===== src/ncoacc_pkg.sv =====
// Purpose: Shared constants for the phase accumulator oscillator block.
// Assumes: AXI4-Lite slave, 32-bit data, one aligned word per register.
// Notes:   Registers carry up to 8 significant bits in the low byte.
package ncoacc_pkg;
	localparam int          ADDR_W        = 8;
	localparam int          ACC_W         = 20;
	localparam int          SRC_N         = 16;
	localparam logic [7:0]  OFF_CONTROL   = 8'h00;
	localparam logic [7:0]  OFF_SRC_PULSE = 8'h04;
	localparam logic [7:0]  OFF_ACC_LOW   = 8'h08;
	localparam logic [7:0]  OFF_ACC_HIGH  = 8'h0C;
	localparam logic [7:0]  OFF_ACC_UPPER = 8'h10;
	localparam logic [7:0]  OFF_STEP_LOW  = 8'h14;
	localparam logic [7:0]  OFF_STEP_HIGH = 8'h18;
	localparam logic [7:0]  OFF_STEP_UPPER = 8'h1C;
	localparam logic [7:0]  OFF_IRQ_STATUS = 8'h20;
	localparam logic [7:0]  OFF_IRQ_MASK  = 8'h24;
	localparam int          CTL_EN_BIT    = 7;
	localparam int          CTL_OUT_BIT   = 5;
	localparam int          CTL_POL_BIT   = 4;
	localparam int          CTL_PFM_BIT   = 0;
	localparam int          PWS_LSB       = 5;
	localparam int          CKS_LSB       = 0;
	localparam logic [7:0]  CTL_WR_MASK   = 8'h91;
	localparam logic [7:0]  SRC_WR_MASK   = 8'hEF;
	localparam logic [7:0]  UPPER_MASK    = 8'h0F;
	localparam logic [19:0] ACC_RST       = 20'h00000;
	localparam logic [19:0] STEP_RST      = 20'h00001;
	localparam logic [7:0]  CTL_RST       = 8'h00;
	localparam logic [7:0]  SRC_RST       = 8'h00;
	localparam logic [1:0]  RESP_OKAY     = 2'h0;
	localparam logic [1:0]  RESP_SLVERR   = 2'h2;
endpackage : ncoacc_pkg


===== src/ncoacc_top.sv =====
// Purpose: Phase accumulator oscillator with AXI4-Lite register access.
// Assumes: Source clocks are asynchronous pins, sampled on clock_i.
// Notes:   Source edges are seen as enables; sources must be well below half of clock_i.
`timescale 1ns/100ps
`default_nettype none
module ncoacc_top (
	input  wire logic                   clock_i,          // 100 MHz system clock
	input  wire logic                   reset_n_i,        // Async reset, active low
	input  wire logic [15:0]            source_clock_i,   // Candidate source clocks
	input  wire logic [7:0]             s_axi_awaddr_i,   // Write address
	input  wire logic                   s_axi_awvalid_i,  // Write address valid
	output logic                        s_axi_awready_o,  // Write address ready
	input  wire logic [31:0]            s_axi_wdata_i,    // Write data
	input  wire logic [3:0]             s_axi_wstrb_i,    // Write strobes
	input  wire logic                   s_axi_wvalid_i,   // Write data valid
	output logic                        s_axi_wready_o,   // Write data ready
	output logic [1:0]                  s_axi_bresp_o,    // Write response
	output logic                        s_axi_bvalid_o,   // Write response valid
	input  wire logic                   s_axi_bready_i,   // Write response ready
	input  wire logic [7:0]             s_axi_araddr_i,   // Read address
	input  wire logic                   s_axi_arvalid_i,  // Read address valid
	output logic                        s_axi_arready_o,  // Read address ready
	output logic [31:0]                 s_axi_rdata_o,    // Read data
	output logic [1:0]                  s_axi_rresp_o,    // Read response
	output logic                        s_axi_rvalid_o,   // Read data valid
	input  wire logic                   s_axi_rready_i,   // Read data ready
	output logic                        output_state_o,   // Oscillator output after polarity
	output logic                        irq_o             // Level interrupt, active high
);
	// Register address decode shared by the read and write paths
	function automatic logic [3:0] reg_index(input logic [7:0] addr);
		logic [3:0] idx;
		idx = 4'hF;
		if (addr[1:0] == 2'h0 && addr <= ncoacc_pkg::OFF_IRQ_MASK) begin
			idx = addr[5:2];
		end
		return idx;
	endfunction : reg_index

	logic [7:0]  awaddr_q, awaddr_d;
	logic [7:0]  wbyte_q, wbyte_d;
	logic        wlane_q, wlane_d;
	logic        aw_held_q, aw_held_d, w_held_q, w_held_d;
	logic        awready_q, awready_d, wready_q, wready_d;
	logic        bvalid_q, bvalid_d, arready_q, arready_d, rvalid_q, rvalid_d;
	logic [1:0]  bresp_q, bresp_d, rresp_q, rresp_d;
	logic [31:0] rdata_q, rdata_d;
	logic [3:0]  rd_idx_q, rd_idx_d;
	logic        wr_fire;
	logic [3:0]  wr_idx;

	logic [15:0] sync1_q, sync2_q, sync3_q;
	logic [19:0] acc_q, acc_d, step_q, step_d, shadow_q, shadow_d;
	logic [7:0]  ctl_q, ctl_d, src_q, src_d;
	logic        pend_q, pend_d, raw_q, raw_d, out_q, out_d;
	logic [7:0]  cnt_q, cnt_d;
	logic        flag_q, flag_d, mask_q, mask_d, irq_q, irq_d;
	logic        en, pfm, rise, fall, carry;
	logic [20:0] sum;
	logic [3:0]  sel;

	assign wr_fire       = aw_held_q & w_held_q & ~bvalid_q;
	assign wr_idx        = reg_index(awaddr_q);

	always_comb begin
		awaddr_d  = awaddr_q;
		wbyte_d   = wbyte_q;
		wlane_d   = wlane_q;
		aw_held_d = aw_held_q & ~wr_fire;
		w_held_d  = w_held_q & ~wr_fire;
		if (s_axi_awvalid_i && awready_q) begin
			aw_held_d = 1'b1;
			awaddr_d  = s_axi_awaddr_i;
		end
		if (s_axi_wvalid_i && wready_q) begin
			w_held_d = 1'b1;
			wbyte_d  = s_axi_wdata_i[7:0];
			wlane_d  = s_axi_wstrb_i[0];
		end
		awready_d = ~aw_held_d;
		wready_d  = ~w_held_d;
		bvalid_d  = bvalid_q & ~s_axi_bready_i;
		bresp_d   = bresp_q;
		if (wr_fire) begin
			bvalid_d = 1'b1;
			bresp_d  = (wr_idx == 4'hF) ? ncoacc_pkg::RESP_SLVERR : ncoacc_pkg::RESP_OKAY;
		end
		rvalid_d = rvalid_q & ~s_axi_rready_i;
		rdata_d  = rdata_q;
		rresp_d  = rresp_q;
		rd_idx_d = rd_idx_q;
		if (s_axi_arvalid_i && arready_q) begin
			rvalid_d = 1'b1;
			rd_idx_d = reg_index(s_axi_araddr_i);
			rresp_d  = ncoacc_pkg::RESP_OKAY;
			rdata_d  = 32'h00000000;
			unique case (s_axi_araddr_i)
				ncoacc_pkg::OFF_CONTROL: begin
					rdata_d[7:0] = {ctl_q[7:6], out_q, ctl_q[4:0]};
				end
				ncoacc_pkg::OFF_SRC_PULSE:  rdata_d[7:0] = src_q;
				ncoacc_pkg::OFF_ACC_LOW:    rdata_d[7:0] = acc_q[7:0];
				ncoacc_pkg::OFF_ACC_HIGH:   rdata_d[7:0] = acc_q[15:8];
				ncoacc_pkg::OFF_ACC_UPPER:  rdata_d[7:0] = {4'h0, acc_q[19:16]};
				ncoacc_pkg::OFF_STEP_LOW:   rdata_d[7:0] = step_q[7:0];
				ncoacc_pkg::OFF_STEP_HIGH:  rdata_d[7:0] = step_q[15:8];
				ncoacc_pkg::OFF_STEP_UPPER: rdata_d[7:0] = {4'h0, step_q[19:16]};
				ncoacc_pkg::OFF_IRQ_STATUS: rdata_d[0] = flag_q;
				ncoacc_pkg::OFF_IRQ_MASK:   rdata_d[0] = mask_q;
				default:                    rresp_d = ncoacc_pkg::RESP_SLVERR;
			endcase
		end
		arready_d = ~rvalid_d;
	end

	always_ff @(posedge clock_i or negedge reset_n_i) begin
		if (!reset_n_i) begin
			awaddr_q  <= 8'h00;
			wbyte_q   <= 8'h00;
			wlane_q   <= 1'b0;
			aw_held_q <= 1'b0;
			w_held_q  <= 1'b0;
			awready_q <= 1'b0;
			wready_q  <= 1'b0;
			bvalid_q  <= 1'b0;
			bresp_q   <= 2'h0;
			arready_q <= 1'b0;
			rvalid_q  <= 1'b0;
			rresp_q   <= 2'h0;
			rdata_q   <= 32'h00000000;
			rd_idx_q  <= 4'h0;
		end else begin
			awaddr_q  <= awaddr_d;
			wbyte_q   <= wbyte_d;
			wlane_q   <= wlane_d;
			aw_held_q <= aw_held_d;
			w_held_q  <= w_held_d;
			awready_q <= awready_d;
			wready_q  <= wready_d;
			bvalid_q  <= bvalid_d;
			bresp_q   <= bresp_d;
			arready_q <= arready_d;
			rvalid_q  <= rvalid_d;
			rresp_q   <= rresp_d;
			rdata_q   <= rdata_d;
			rd_idx_q  <= rd_idx_d;
		end
	end

	// Two-stage synchronisers for every source pin
	always_ff @(posedge clock_i or negedge reset_n_i) begin
		if (!reset_n_i) begin
			sync1_q <= 16'h0000;
			sync2_q <= 16'h0000;
			sync3_q <= 16'h0000;
		end else begin
			sync1_q <= source_clock_i;
			sync2_q <= sync1_q;
			sync3_q <= sync2_q;
		end
	end

	assign sel  = src_q[ncoacc_pkg::CKS_LSB +: 4];
	assign rise = sync2_q[sel] & ~sync3_q[sel];
	assign fall = ~sync2_q[sel] & sync3_q[sel];
	assign en   = ctl_q[ncoacc_pkg::CTL_EN_BIT];
	assign pfm  = ctl_q[ncoacc_pkg::CTL_PFM_BIT];
	assign sum  = {1'b0, acc_q} + {1'b0, shadow_q};
	assign carry = en & rise & sum[20];

	always_comb begin
		acc_d    = acc_q;
		step_d   = step_q;
		ctl_d    = ctl_q;
		src_d    = src_q;
		pend_d   = pend_q;
		shadow_d = shadow_q;
		raw_d    = raw_q;
		cnt_d    = cnt_q;
		mask_d   = mask_q;
		if (en && rise) begin
			acc_d = sum[19:0];
		end
		if (en && pfm && rise && raw_q) begin
			if (cnt_q == 8'h00) begin
				raw_d = 1'b0;
			end else begin
				cnt_d = cnt_q - 8'h01;
			end
		end
		if (carry) begin
			if (pfm) begin
				raw_d = 1'b1;
				cnt_d = 8'(8'h01 << src_q[ncoacc_pkg::PWS_LSB +: 3]) - 8'h01;
			end else begin
				raw_d = ~raw_q;
			end
		end
		if (en && fall && pend_q) begin
			shadow_d = step_q;
			pend_d   = 1'b0;
		end
		if (!en) begin
			shadow_d = step_q;
			pend_d   = 1'b0;
		end
		flag_d = (flag_q | carry);
		if (wr_fire && wlane_q) begin
			unique case (wr_idx)
				4'h0: ctl_d = wbyte_q & ncoacc_pkg::CTL_WR_MASK;
				4'h1: src_d = wbyte_q & ncoacc_pkg::SRC_WR_MASK;
				4'h2: acc_d[7:0]   = wbyte_q;
				4'h3: acc_d[15:8]  = wbyte_q;
				4'h4: acc_d[19:16] = wbyte_q[3:0];
				4'h5: begin
					step_d[7:0] = wbyte_q;
					pend_d      = en;
				end
				4'h6: step_d[15:8]  = wbyte_q;
				4'h7: step_d[19:16] = wbyte_q[3:0];
				4'h8: flag_d = (flag_q & ~wbyte_q[0]) | carry;
				4'h9: mask_d = wbyte_q[0];
				default: begin
				end
			endcase
		end
		out_d = raw_d ^ ctl_d[ncoacc_pkg::CTL_POL_BIT];
		irq_d = flag_d & mask_d & ctl_d[ncoacc_pkg::CTL_EN_BIT];
	end

	always_ff @(posedge clock_i or negedge reset_n_i) begin
		if (!reset_n_i) begin
			acc_q    <= ncoacc_pkg::ACC_RST;
			step_q   <= ncoacc_pkg::STEP_RST;
			shadow_q <= ncoacc_pkg::STEP_RST;
			ctl_q    <= ncoacc_pkg::CTL_RST;
			src_q    <= ncoacc_pkg::SRC_RST;
			pend_q   <= 1'b0;
			raw_q    <= 1'b0;
			out_q    <= 1'b0;
			cnt_q    <= 8'h00;
			flag_q   <= 1'b0;
			mask_q   <= 1'b0;
			irq_q    <= 1'b0;
		end else begin
			acc_q    <= acc_d;
			step_q   <= step_d;
			shadow_q <= shadow_d;
			ctl_q    <= ctl_d;
			src_q    <= src_d;
			pend_q   <= pend_d;
			raw_q    <= raw_d;
			out_q    <= out_d;
			cnt_q    <= cnt_d;
			flag_q   <= flag_d;
			mask_q   <= mask_d;
			irq_q    <= irq_d;
		end
	end

	assign s_axi_awready_o = awready_q;
	assign s_axi_wready_o  = wready_q;
	assign s_axi_bvalid_o  = bvalid_q;
	assign s_axi_bresp_o   = bresp_q;
	assign s_axi_arready_o = arready_q;
	assign s_axi_rvalid_o  = rvalid_q;
	assign s_axi_rresp_o   = rresp_q;
	assign s_axi_rdata_o   = rdata_q;
	assign output_state_o  = out_q;
	assign irq_o           = irq_q;

	chk_upper_reads_zero: assert property (@(posedge clock_i) disable iff (!reset_n_i)
		rvalid_q && (rd_idx_q == 4'h4 || rd_idx_q == 4'h7) |-> rdata_q[7:4] == 4'h0)
		else $error("upper byte bits 7:4 not zero");
	chk_accum_adds: assert property (@(posedge clock_i) disable iff (!reset_n_i)
		en && rise && !(wr_fire && wr_idx >= 4'h2 && wr_idx <= 4'h4)
		|=> acc_q == $past(sum[19:0]))
		else $error("accumulator did not add the shadow step");
	chk_flag_sticky: assert property (@(posedge clock_i) disable iff (!reset_n_i)
		carry |=> flag_q ##1 (flag_q || $past(wr_fire)))
		else $error("overflow flag not set or lost");
	chk_shadow_falls: assert property (@(posedge clock_i) disable iff (!reset_n_i)
		en && fall && pend_q |=> shadow_q == $past(step_q) && !pend_q)
		else $error("shadow not loaded on falling edge");
	chk_shadow_holds: assert property (@(posedge clock_i) disable iff (!reset_n_i)
		en && !(fall && pend_q) |=> $stable(shadow_q))
		else $error("shadow changed without transfer");
	chk_disabled_copy: assert property (@(posedge clock_i) disable iff (!reset_n_i)
		!en |=> shadow_q == $past(step_q))
		else $error("disabled shadow not copied");
	chk_fixed_toggle: assert property (@(posedge clock_i) disable iff (!reset_n_i)
		carry && !pfm |=> raw_q != $past(raw_q))
		else $error("fixed duty output did not toggle");
	chk_pulse_start: assert property (@(posedge clock_i) disable iff (!reset_n_i)
		carry && pfm |=> raw_q && cnt_q == $past(8'(8'h01 << src_q[7:5]) - 8'h01))
		else $error("pulse did not start with right count");
	chk_pulse_end: assert property (@(posedge clock_i) disable iff (!reset_n_i)
		en && pfm && rise && !carry && raw_q && cnt_q == 8'h00 |=> !raw_q)
		else $error("pulse did not end");
	chk_irq_level: assert property (@(posedge clock_i) disable iff (!reset_n_i)
		##1 irq_o == $past(flag_d & mask_d & ctl_d[7]))
		else $error("interrupt level wrong");
endmodule : ncoacc_top
`default_nettype wire


===== config.mk =====
export PLATFORM = sky130hd
export DESIGN_NAME = ncoacc_top
export DESIGN_NICKNAME = d
export VERILOG_FILES = /design/src/ncoacc_pkg.sv /design/src/ncoacc_top.sv
export SDC_FILE = /design/constraint.sdc
export NUM_CORES = 1
export LEC_CHECK = 0
export CAP_MARGIN = 25
export CORE_ASPECT_RATIO = 0.75
export CORE_MARGIN = 2
export CORE_UTILIZATION = 39
export CTS_CLUSTER_DIAMETER = 150
export DETAILED_ROUTE_END_ITERATION = 16
export DONT_BUFFER_PORTS = 1
export SYNTH_ARGS = -nofsm -noshare
export SYNTH_HDL_FRONTEND = slang
export SYNTH_SLANG_ARGS = --single-unit

===== constraint.sdc =====
create_clock -name clock_i -period 6.55 [get_ports clock_i]
set_clock_uncertainty 0.1 [all_clocks]
set_input_delay 1.31 -clock clock_i [delete_from_list [all_inputs] [get_ports clock_i]]
set_output_delay 1.31 -clock clock_i [all_outputs]
set_load 0.03 [all_outputs]

# --- After elaboration in Yosys (flattened, before gate mapping) ---
# Cells that the tools add are included.
totals:
  regBits: 168
  input_bits: 75
  output_inout_bits: 43
  wordCells: 143
classes:
  add_sub_neg: 3
  magnitude_cmp: 2
  n_eq_ne: 20
  shift: 1
  muxes: 38
  n_bitwise: 27
  reduce_logical: 21
op_table:
  columns: ["cell", "count"]
  rows:
  - ["20-bit 2-to-1 mux", 4]
  - ["8-bit 2-to-1 mux", 8]
  - ["7-bit one-hot mux with 8 select lines", 1]
  - ["8-bit by 5-bit equality test with 1-bit output (second input constant)", 4]
  - ["20-bit by 20-bit adder with 21-bit output", 1]
  - ["1-bit 2-to-1 mux", 18]
  - ["4-bit by 3-bit equality test with 1-bit output (second input constant)", 4]
  - ["8-bit by 4-bit equality test with 1-bit output (second input constant)", 2]
  - ["8-bit by 6-bit equality test with 1-bit output (second input constant)", 2]
  - ["8-bit zero test", 2]
  - ["8-bit by 1-bit subtractor with 8-bit output (second input constant)", 2]
  - ["1-bit bitwise AND", 13]
  - ["4-bit equality test (second input constant)", 3]
  - ["1-bit logical AND", 11]
  - ["1-bit inverter", 11]
  - ["1-bit one-hot mux with 10 select lines", 1]
  - ["2-bit AND reduction", 5]
  - ["10-bit OR reduction", 1]
  - ["1-bit binary-select mux with 4-bit select", 2]
  - ["4-bit by 2-bit equality test with 1-bit output (second input constant)", 2]
  - ["8-bit by 3-bit equality test with 1-bit output (second input constant)", 1]
  - ["8-bit by 6-bit less-or-equal comparator with 1-bit output (second input constant)", 1]
  - ["4-bit 2-to-1 mux", 2]
  - ["1-bit by 3-bit << shifter with 8-bit output (first input constant)", 1]
  - ["other kinds (8)", 10]

# --- Longest topological paths before layout ---
# Gate-level depths: netlist (run 1).
logic_depth:
  depth_word: 11
  ltp_mapped: 11
  depth_no_buf: 10

# --- Worst setup path after synthesis (run 1) ---
# OpenSTA, ideal clock, no wires.
synth_path:
  path_type: "input-to-reg"
  from: "input port s_axi_araddr_i[1]"
  to: "register rdata_q[4] (netlist: s_axi_rdata_o[4])"
  arrival_ns: 3.026
  required_ns: 6.386
  path_slack_ns: 3.360
  stages: 6
  cell_sequence: "or4_1 -> nor4_1 -> a22o_1 -> a211oi_1 -> a211oi_1 -> a21o_1"
synth_via:
  elab_chain_cells: 2
synth_rtl:
  columns: ["item", "line", "rtl"]
  rows:
  - ["start, declared", "ncoacc_top.sv:20", "input wire logic [7:0] s_axi_araddr_i,"]
  - ["8-bit by 5-bit equality test with 1-bit output (tied with other cells)", "ncoacc_top.sv:97", "unique case (s_axi_araddr_i)"]
  - ["7-bit one-hot mux with 8 select lines *", "ncoacc_top.sv:97", null]
  - ["end signal, assigned", "ncoacc_top.sv:145", "rdata_q <= rdata_d;"]
  - ["end, declared", "ncoacc_top.sv:47", "logic [31:0] rdata_q, rdata_d;"]
# Mark *: on every way between the ends. The rest lies on a longest branch, timed or not.
# A chain may end at the register's enable or synchronous reset.

# --- Worst setup path after layout (run 1) ---
layout_path:
  from: "register src_q[1]"
  to: "register cnt_q[6]"
layout_via:
  elab_chain_cells: 9
layout_rtl:
  columns: ["item", "line", "rtl"]
  rows:
  - ["start, declared", "ncoacc_top.sv:54", "logic [7:0] ctl_q, ctl_d, src_q, src_d;"]
  - ["start signal, assigned", "ncoacc_top.sv:237", "src_q <= ncoacc_pkg::SRC_RST;"]
  - ["start signal, assigned", "ncoacc_top.sv:250", "src_q <= src_d;"]
  - ["1-bit binary-select mux with 4-bit select", "ncoacc_top.sv:164", "assign rise = sync2_q[sel] & ~sync3_q[sel];"]
  - ["1-bit 2-to-1 mux (implied by the code)", "ncoacc_top.sv:164", null]
  - ["1-bit inverter", "ncoacc_top.sv:164", null]
  - ["1-bit bitwise AND *", "ncoacc_top.sv:164", null]
  - ["1-bit logical AND (2 in series)", "ncoacc_top.sv:184", "if (en && pfm && rise && raw_q) begin"]
  - ["8-bit 2-to-1 mux", "ncoacc_top.sv:184", null]
  - ["8-bit 2-to-1 mux", "ncoacc_top.sv:192", "if (pfm) begin"]
  - ["8-bit 2-to-1 mux *", "ncoacc_top.sv:191", "if (carry) begin"]
  - ["net cnt_d[6]", "ncoacc_top.sv:56", "logic [7:0] cnt_q, cnt_d;"]
  - ["end signal, assigned", "ncoacc_top.sv:254", "cnt_q <= cnt_d;"]
  - ["end, declared", "ncoacc_top.sv:56", null]
# The timed path passes the listed nets; every way through them passes the cells marked *. The select of a mux whose other input is x is not followed.

==> results of run 1 <==
-- critical path, delay by kind of cell, from the launching register on --
family	cells	cell delay [ns]
simple gates	3	1.88
flops	1	0.67
compound gates	2	0.42
mux	3	0.91
-- worst max path at each step --
stage | endpoint | cells past startpoint
floorplan | s_axi_rdata_o[4]$_DFFE_PN0P_ | 6
global placement | cnt_q[6]$_DFF_PN0_ | 8
detailed placement | cnt_q[6]$_DFF_PN0_ | 8
CTS | cnt_q[6]$_DFF_PN0_ | 8
global route | cnt_q[6]$_DFF_PN0_ | 8
finish | cnt_q[6]$_DFF_PN0_ | 8
-- final cells by class --
class	instances	area [um^2]	area share, %
Clock buffer	17	425.4	4.915
Clock inverter	15	202.7	2.342
Inverter	14	52.55	0.6072
Multi-Input combinational cell	467	3487	40.29
Sequential cell	166	4156	48.03
Tap cell	258	322.8	3.730
Timing Repair Buffer	1	7.507	0.08674
-- sequential cells by signal, indices dropped and copies added (netlist names), 3 cells and up --
signal / count
awaddr_q: 8
src_q: 7
sync1_q: 16
step_q: 20
sync3_q: 16
ctl_q: 3
s_axi_rdata_o: 8
acc_q: 20
cnt_q: 8
wbyte_q: 8
sync2_q: 16
shadow_q: 20
-- logic make-up after synthesis --
family,after synthesis,synth area share [%]
DFF,166,52.57
and+or+nand+nor,149,9.100
AOI/OAI and AO/OA,148,12.12
muxes,99,15.35
buffers and inverters,68,4.589
adders and majority gates,24,3.893
xor gates and xnor gates,21,2.326
other,1,0.04743
-- per-stage QoR --
stage	util, %	hold slack, ns	setup slack [ns]	cells	area, um^2
CTS	43.18	0.2530	2.448	938	8655
finish	43.18	0.2512	2.412	938	8655
floorplan	-	0.2312	3.360	701	8000
global placement	40.04	0.2345	2.502	906	8026
global route	43.18	0.2555	2.143	938	8655
detailed placement	40.04	0.2347	2.451	906	8026
-- power by group through the flow --
| stage | combinational, mW | clock (mW) | sequential [mW] |
|---|---|---|---|
| 2_1_floorplan | 0.296 | 0 | 1.31 |
| 6_report | 0.323 | 1.01 | 1.39 |
| 5_1_grt | 0.362 | 1.08 | 1.41 |
| 3_5_place_dp | 0.324 | 0 | 1.40 |
| 4_1_cts | 0.325 | 1.03 | 1.38 |
| 3_3_place_gp | 0.313 | 0 | 1.40 |
-- placed cells by master (no fill, tap or decap), types with 11 or more instances in the layout --
cell type | synthesis | layout
mux2i_1 | 11 | 11
clkbuf_16 | 0 | 17
a21oi_1 | 40 | 40
ha_1 | 23 | 23
nor2_1 | 43 | 43
conb_1 | 1 | 26
nand2_1 | 49 | 49
mux2_2 | 75 | 75
a21o_1 | 24 | 24
dfrtp_1 | 164 | 164
o21ai_0 | 31 | 31
inv_1 | 14 | 14
xor2_1 | 11 | 11
-- layer usage --
layer / global-route usage [%] / vias to the layer above / wire length [um]
met5: 0 / - / 0
li1: - / 2376 / -
met4: 3.448 / 0 / 191
met2: 25.13 / 183 / 7587
met3: 4.957 / 16 / 1163
met1: 25.61 / 2581 / 8736
==> metrics.cfg, run 1 <==
[synth]
synthTopCellsByArea=dfrtp_1 (52%), mux2_2 (11%), ha_1 (3.6%)
synth-seq-cells=166
post-synth-top-count-cell=dfrtp_1
async_flop_share_pct=100.0
synth_top_area_share_pct=51.91
ys_top_cells_by_count=dfrtp_1 (164), mux2_2 (75), nand2_1 (49)
synth-edff-count=0
synth_top_cell_by_area=dfrtp_1
synth-seq-area-share_pct=52.57
syn_area_um2=7906
synth_ff_type=dfrtp_1
yosysWarnings=0
synthCells=676
ys_types=59
syn_area_per_cell_um2=11.70

[global_route]
antenna_found_initial=0
grt_overflow=0
grt_first_pass_wirelength_um=28310
grt_use_total_pct=17.21
grt_pass1_vias=5032
grt_max_degree=167

[floorplanning]
die_w_um=168.4
die_area_um2=21440
die-height_um=127.3
core_um2=20040
num_rows=45
start_util_pct=39.44
pin_count=118

[pwr]
combPwrFrac_pct=11.9
p_total_mw=2.717
p_per_area_nw_per_um2=314.0
switchingPower_mw=0.8799
leakage_nw=4.152
seqPwrFrac_pct=51.0
ir_drop_uv=259.9
p_int_mw=1.837
swShare_pct=32.38
power_frac_clock_pct=37.1

[setup_path]
cp_slowest_stage_delay_ns=0.78
worstPathArrival_ns=4.32
worstPathCellList=mux4_2 > mux2i_1 > mux2_2 > nand3_2 > nor3_1 > nand2_1 > a211oi_1 > a31oi_1
reg2reg_depth=8
critPathLaunchType=flip-flop
end_kind=flip-flop
critPathKind=reg -> reg
r2r-start=src_q[1]$_DFFE_PN0P_
r2r-end=cnt_q[6]$_DFF_PN0_
rrSetupSlack_ns=2.41
startpoint=src_q[1]$_DFFE_PN0P_
critical_path.max_fanout=40
cpMaxStageDelayCell=nor3_1
required_ns=6.73

[route]
wirelength_um=17680
drc=0
drtPass1Iterations=5
routedWlPerCell_um=18.85
routed_via_density=5.497
drt_iter0_drc=314
postRouteAntennaNets=0
vias=5156

[hold_path]
hp-class=reg -> reg
hp-start=sync1_q[14]$_DFF_PN0_
hold_end=sync2_q[14]$_DFF_PN0_
min_path_cells=0

[place]
dp_hpwl_um=12580
io_buffers=0
globalplace.congestion=0.8839

[sta]
tightest_slew_ns=1.072
rsz0062_at_grt=no
hold_violations=0
setup_viol_count_final=0
period_share_pct=63.18
slew_headroom_pct=27.91
fmax_mhz=241.6
setup_tns_ns=0
slew_violations=0
min_period_ns=4.138

[clock_network]
cts_tree=yes
post_cts_resize_count=0
clock_sinks=166
h-tree-depth=4
clk_pin_slew_ns=0.08
numCtsBuffers=17
cts-root-buf=clkbuf_16
postCtsHoldBufs=0
cts_setup_buffers=0
cts_buffer_depth=2
clk_latency_ns=0.43

[final_layout]
nets=766
n_antenna_cell=0
drive_gt1_share_pct=18.53
fillers=1834
syn2layout_area_growth_pct=9.464

[outcome]
status=finished, final reports clean

[flow_run]
maxCapViolations=0

(Power assumes the default switching activity.)
==> inputs of run 2 (changes only) <==
==> constraint.sdc (replaced) <==
create_clock -name clock_i -period 4.1 [get_ports clock_i]
set_clock_uncertainty 0.1 [all_clocks]
set_input_delay 0.82 -clock clock_i [delete_from_list [all_inputs] [get_ports clock_i]]
set_output_delay 0.82 -clock clock_i [all_outputs]
set_load 0.03 [all_outputs]
==> run 2 against run 1 <==
Net effect:
- the run now ends with negative hold slack left
- count of clock-buffer cells in the layout increased by 1
- maximum frequency rose by 21%
- cell area is 0.43% higher
- sequential power increased by 59%
- via count up 2.1%
- utilization up 0.19 points
- routed wire length up 3.9%
- combinational power up 61%
- clock power rose by 61%
- power is 61% higher
- sequential cell count is the same
==> metrics.cfg, run 2 (same netlist as run 1, synthesis figures left out) <==
[outcome]
status=complete, but fails checks
violations=negative hold slack

[final_layout]
mostFrequentLayoutCells=dfrtp_1 (164), mux2_2 (75), nand2_1 (49)
ff_latch_area_um2=4156  ; unchanged
syn2layout_area_growth_pct=9.938
reg.largest.list=acc_q: 20 flops, shadow_q: 20 flops, step_q: 20 flops
nets=773  ; +0.91%
multi_input_area_um2=3481  ; -0.18%
fillers=1845  ; +0.60%
layout_commonest_cell=dfrtp_1
n_antenna_cell=0  ; unchanged
drive_gt1_share_pct=19.21  ; +0.68 points

[route]
routed_via_density=5.572  ; +1.4%
drc=0  ; unchanged
vias=5266  ; +2.1%
routedWlPerCell_um=19.45  ; +3.2%
wirelength_um=18380  ; +3.9%
postRouteAntennaNets=0  ; unchanged
drtPass1Iterations=7  ; +2
drt_iter0_drc=406  ; +29%

[place]
io_buffers=0  ; unchanged
globalplace.congestion=0.8949  ; +1.2%
dp_hpwl_um=13050  ; +3.8%

[pwr]
p_total_mw=4.365  ; +61%
leakage_nw=4.189  ; +0.89%
ir_drop_uv=392.5  ; +51%
p_per_area_nw_per_um2=502.2  ; +60%

[setup_path]
critPathKind=reg -> reg
required_ns=4.31  ; -2.42 ns
r2r-start=acc_q[0]$_DFF_PN0_
worstPathArrival_ns=3.65  ; -0.67 ns
critPathLaunchType=flip-flop
critical_path.max_fanout=12  ; -70%
startpoint=acc_q[0]$_DFF_PN0_
reg2reg_depth=9  ; +1
end_kind=flip-flop

[clock_network]
clk_latency_ns=0.44  ; about the same
clk_pin_slew_ns=0.07  ; about the same
cts_buffer_depth=2  ; unchanged
clock_sinks=166  ; unchanged
h-tree-depth=4  ; unchanged
numCtsBuffers=17  ; unchanged
cts_tree=yes
cts-root-buf=clkbuf_16

[global_route]
grt_pass1_vias=5222  ; +3.8%
use_met1_pct=26.66  ; +1.0 points
grt_use_met3_pct=4.647  ; -0.31 points
grt_max_degree=167  ; unchanged
grt_overflow=0  ; unchanged
antenna_found_initial=2  ; +2
grt.busiest_layer=met1
grt_first_pass_wirelength_um=29540  ; +4.3%
grt_use_total_pct=17.95  ; +0.74 points
grt.met2_usage_pct=26.29  ; +1.2 points

[hold_path]
hp-class=in -> async

[sta]
slew_headroom_pct=54.85  ; +27 points
min_period_ns=3.431  ; -0.7073 ns
tightest_slew_ns=0.6755  ; -0.3969 ns
setup_viol_count_final=0  ; unchanged
hold_slack_ns=-0.02216  ; -0.2734 ns
setup_tns_ns=0  ; unchanged
fmax_mhz=291.5  ; +21%
rsz0062_at_grt=no
period_share_pct=83.68  ; +21 points
hold_violations=62  ; +62
slew_violations=0  ; unchanged

[flow_run]
maxCapViolations=0  ; unchanged

[floorplanning]
die_w_um=168.4  ; unchanged
pin_count=118  ; unchanged
start_util_pct=39.44  ; unchanged
num_rows=45  ; unchanged
die_area_um2=21440  ; unchanged
core_um2=20040  ; unchanged
die-height_um=127.3  ; unchanged

run 2: worst paths after layout:
check                                           to  slack (ns)
setup / recovery                cnt_q[0]$_DFF_PN0_        0.67
hold / removal                sync1_q[2]$_DFF_PN0_       -0.02
setup reg to reg                cnt_q[0]$_DFF_PN0_        0.67
hold reg to reg               sync2_q[9]$_DFF_PN0_        0.25
max in group asynchronous  shadow_q[0]$_DFFE_PN1P_        3.65
min in group clock_i          sync2_q[9]$_DFF_PN0_        0.25
run 2: timing repair:
| item | 4_1_cts | 5_1_grt |
|---|---|---|
| hold endpoints to repair | 164 | 164 |
| gates resized for setup | 0 | 0 |
| setup buffers | 0 | 0 |
run 2: through the flow:
step	cell area [um^2]	utilization [%]	instances	setup slack [ns]
2_1_floorplan	8000	-	701	1.330
3_3_place_gp	8073	40.27	913	0.8149
5_1_grt	8692	43.36	945	0.5498
6_report	8692	43.36	945	0.6690
3_5_place_dp	8073	40.27	913	0.7433
4_1_cts	8692	43.36	945	0.7073
run 2: cell type report:
| class | count | area share, % |
|---|---|---|
| Timing Repair Buffer | 8 | 0.6909 |
| Clock inverter | 14 | 2.073 |
| Tap cell | 258 | 3.714 |
| Sequential cell | 166 | 47.82 |
| Multi-Input combinational cell | 467 | 40.05 |
| Clock buffer | 18 | 5.053 |
| Inverter | 14 | 0.6046 |
run 2: worst max-delay path: stages, from the launching register on:
cell and delay, ns:
dfrtp_1 0.40, ha_1 0.23, fa_1 0.44, a211o_1 0.30, a211oi_1 0.32, o31ai_1 0.19
a21oi_1 0.40, nor3_1 0.14, nand2_1 0.38, mux2_2 0.40
run 2: routing by layer:
layer	share of wire (%)	vias to the layer above
met4	1.2	2
met1	49	2666
li1	-	2405
met2	43	174
met5	0.071	-
met3	6.6	19
run 2: report_power, final:
group / internal [mW] / switching, mW / total, mW
Clock: 0.892 / 0.742 / 1.63
Sequential: 1.86 / 0.354 / 2.21
Combinational: 0.247 / 0.274 / 0.521
Total: 3.00 / 1.37 / 4.37
==> inputs of run 3 (changes only) <==
==> constraint.sdc (replaced) <==
create_clock -name clock_i -period 2.9 [get_ports clock_i]
set_clock_uncertainty 0.1 [all_clocks]
set_input_delay 0.58 -clock clock_i [delete_from_list [all_inputs] [get_ports clock_i]]
set_output_delay 0.58 -clock clock_i [all_outputs]
set_load 0.03 [all_outputs]
==> run 3 against run 2 <==
Net effect:
- the flow still finishes with violations (negative hold slack)
- critical endpoint is now shadow_q[12]$_DFFE_PN0P_
- global-route usage increased by 0.49 points
- clock power grew 44%
- routed wire length rose by 4.9%
- register-to-register slack worse by 0.65 ns
- largest power group unchanged
- highest routed layer unchanged
- sequential share of layout area down 3.0 points
- maximum frequency is 19% higher
- critical path type unchanged
==> metrics.cfg, run 3 (same netlist as run 1, synthesis figures left out) <==
[global_route]
grt_overflow=0  ; unchanged
grt_first_pass_wirelength_um=29940  ; +1.4%
antenna_found_initial=1  ; -1
grt_use_total_pct=18.43  ; +0.49 points
grt_pass1_vias=5338  ; +2.2%
grt_max_degree=167  ; unchanged

[final_layout]
final_area_um2=9285  ; +6.8%
reg.largest.list=acc_q: 20 flops, shadow_q: 20 flops, step_q: 20 flops
syn2layout_area_growth_pct=17.44
n_antenna_cell=0  ; unchanged
drive_gt1_share_pct=27.11  ; +7.9 points
fillers=1798  ; -2.5%
mostFrequentLayoutCells=dfrtp_1 (162), mux2_2 (63), nand2_1 (47), buf_4 (47), nor2_1 (41)
fin_cells=992  ; +5.0%
nets=820  ; +6.1%
layout_commonest_cell=dfrtp_1

[clock_network]
numCtsBuffers=17  ; unchanged
clock_sinks=166  ; unchanged
cts_buffer_depth=2  ; unchanged
cts-root-buf=clkbuf_16
clk_latency_ns=0.44  ; about the same
h-tree-depth=4  ; unchanged
cts_tree=yes
clk_pin_slew_ns=0.07  ; about the same

[floorplanning]
die_w_um=168.4  ; unchanged
num_rows=45  ; unchanged
die-height_um=127.3  ; unchanged
start_util_pct=39.44  ; unchanged
die_area_um2=21440  ; unchanged
pin_count=118  ; unchanged
core_um2=20040  ; unchanged

[sta]
setup_tns_ns=0  ; unchanged
slew_headroom_pct=41.87  ; -13 points
slew_violations=0  ; unchanged
hold_slack_ns=-0.2680  ; -0.2459 ns
tightest_slew_ns=0.8697  ; +0.1942 ns
period_share_pct=99.22  ; +16 points
fmax_mhz=347.6  ; +19%
hold_violations=165  ; +170%
fin_ws_ns=0.02272  ; -0.6463 ns
setup_viol_count_final=0  ; unchanged
rsz0062_at_grt=yes
min_period_ns=2.877  ; -0.5537 ns

[route]
drt_iter0_drc=493  ; +21%
wirelength_um=19280  ; +4.9%
routedWlPerCell_um=19.44  ; about the same
routed_via_density=5.520  ; -0.94%
dr_wl_met2_um=8330  ; +6.1%
drtPass1Iterations=6  ; -1
top_layer=met5
drc=0  ; unchanged
met3_length_um=1426  ; +17%
drt-met1-wl_um=9211  ; +1.6%
postRouteAntennaNets=0  ; unchanged
vias=5476  ; +4.0%

[setup_path]
cp_slowest_stage_delay_ns=0.53  ; +0.09 ns
critPathLaunchType=flip-flop
critPathKind=reg -> reg
critPathTopFamily=multiplexers
end_kind=flip-flop
cpMaxStageDelayCell=mux4_2
worstPathCellList=buf_12 > mux4_2 > mux4_2 > nor2_2 > nand2_2 > o21ai_4 > buf_12 > buf_8 > mux2_4
cp.buffers_inverters=3  ; +3
required_ns=3.12  ; -1.19 ns
worstPathArrival_ns=3.10  ; -0.55 ns
critical_path.max_fanout=6  ; -6

[flow_run]
maxCapViolations=0  ; unchanged

[place]
globalplace.congestion=0.9157  ; +2.3%
dp.cells=950  ; +4.1%
place_ws_ns=-0.1813  ; -0.9246 ns
place_area_um2=8363  ; +3.6%
io_buffers=0  ; unchanged
dp_hpwl_um=13820  ; +5.9%

[pwr]
ir_drop_uv=548.7  ; +40%
leakage_nw=4.528  ; +8.1%
p_per_area_nw_per_um2=681.4  ; +36%
p_total_mw=6.327  ; +45%

[outcome]
violations=negative hold slack
status=complete, but fails checks

[hold_path]
hp-class=in -> async

[run 3: power breakdown]
part	internal (mW)	leakage, nW	switching (mW)
registers	2.62	2.13	0.524
logic	0.412	2.09	0.422
clock network	1.26	0.305	1.09
[run 3: cell type report]
| cell class | count | area (um^2) | area share (%) |
|---|---|---|---|
| clock buffers | 17 | 425.4 | 4.582 |
| clock inverters | 15 | 207.7 | 2.237 |
| inverters | 14 | 52.55 | 0.5660 |
| multi-input cells | 467 | 3636 | 39.16 |
| flip-flops and latches | 166 | 4159 | 44.79 |
| well taps | 258 | 322.8 | 3.477 |
| repair buffers | 55 | 481.7 | 5.188 |
[run 3: final timing paths]
path / to / slack, ns / start / cells past startpoint
setup / recovery: shadow_q[12]$_DFFE_PN0P_ / 0.02 / src_q[0]$_DFFE_PN0P_ / 9
hold / removal: sync1_q[3]$_DFF_PN0_ / -0.27 / reset_n_i / 0
setup reg to reg: shadow_q[12]$_DFFE_PN0P_ / 0.02 / src_q[0]$_DFFE_PN0P_ / 9
hold reg to reg: sync2_q[12]$_DFF_PN0_ / 0.25 / sync1_q[12]$_DFF_PN0_ / 0
max in group asynchronous: shadow_q[0]$_DFFE_PN1P_ / 2.68 / reset_n_i / 0
min in group clock_i: sync1_q[7]$_DFF_PN0_ / 0.06 / source_clock_i[7] / 0
[run 3: through the flow]
| stage | util (%) | hold WS (ns) |
|---|---|---|
| 3_5_place_dp | 41.72 | 0.1887 |
| 3_3_place_gp | 41.72 | 0.1897 |
| 4_1_cts | 45.04 | -0.2875 |
| 6_report | 46.32 | -0.2680 |
| 5_1_grt | 46.32 | -0.2925 |
| 2_1_floorplan | - | 0.1844 |
[run 3: timing repair]
action,in CTS,in global routing
resized for setup,8,39
endpoints found under the hold margin,166,166
setup endpoints to repair,30,35
buffers inserted,0,8
cloned,0,2
pin swaps,1,9
[run 3: per-layer routing]
metal / vias to the layer above / global-route usage, %
met1: 2740 / 26.73
met2: 209 / 27.04
met4: 2 / 5.223
met3: 32 / 5.328
met5: - / 0
li1: 2493 / -
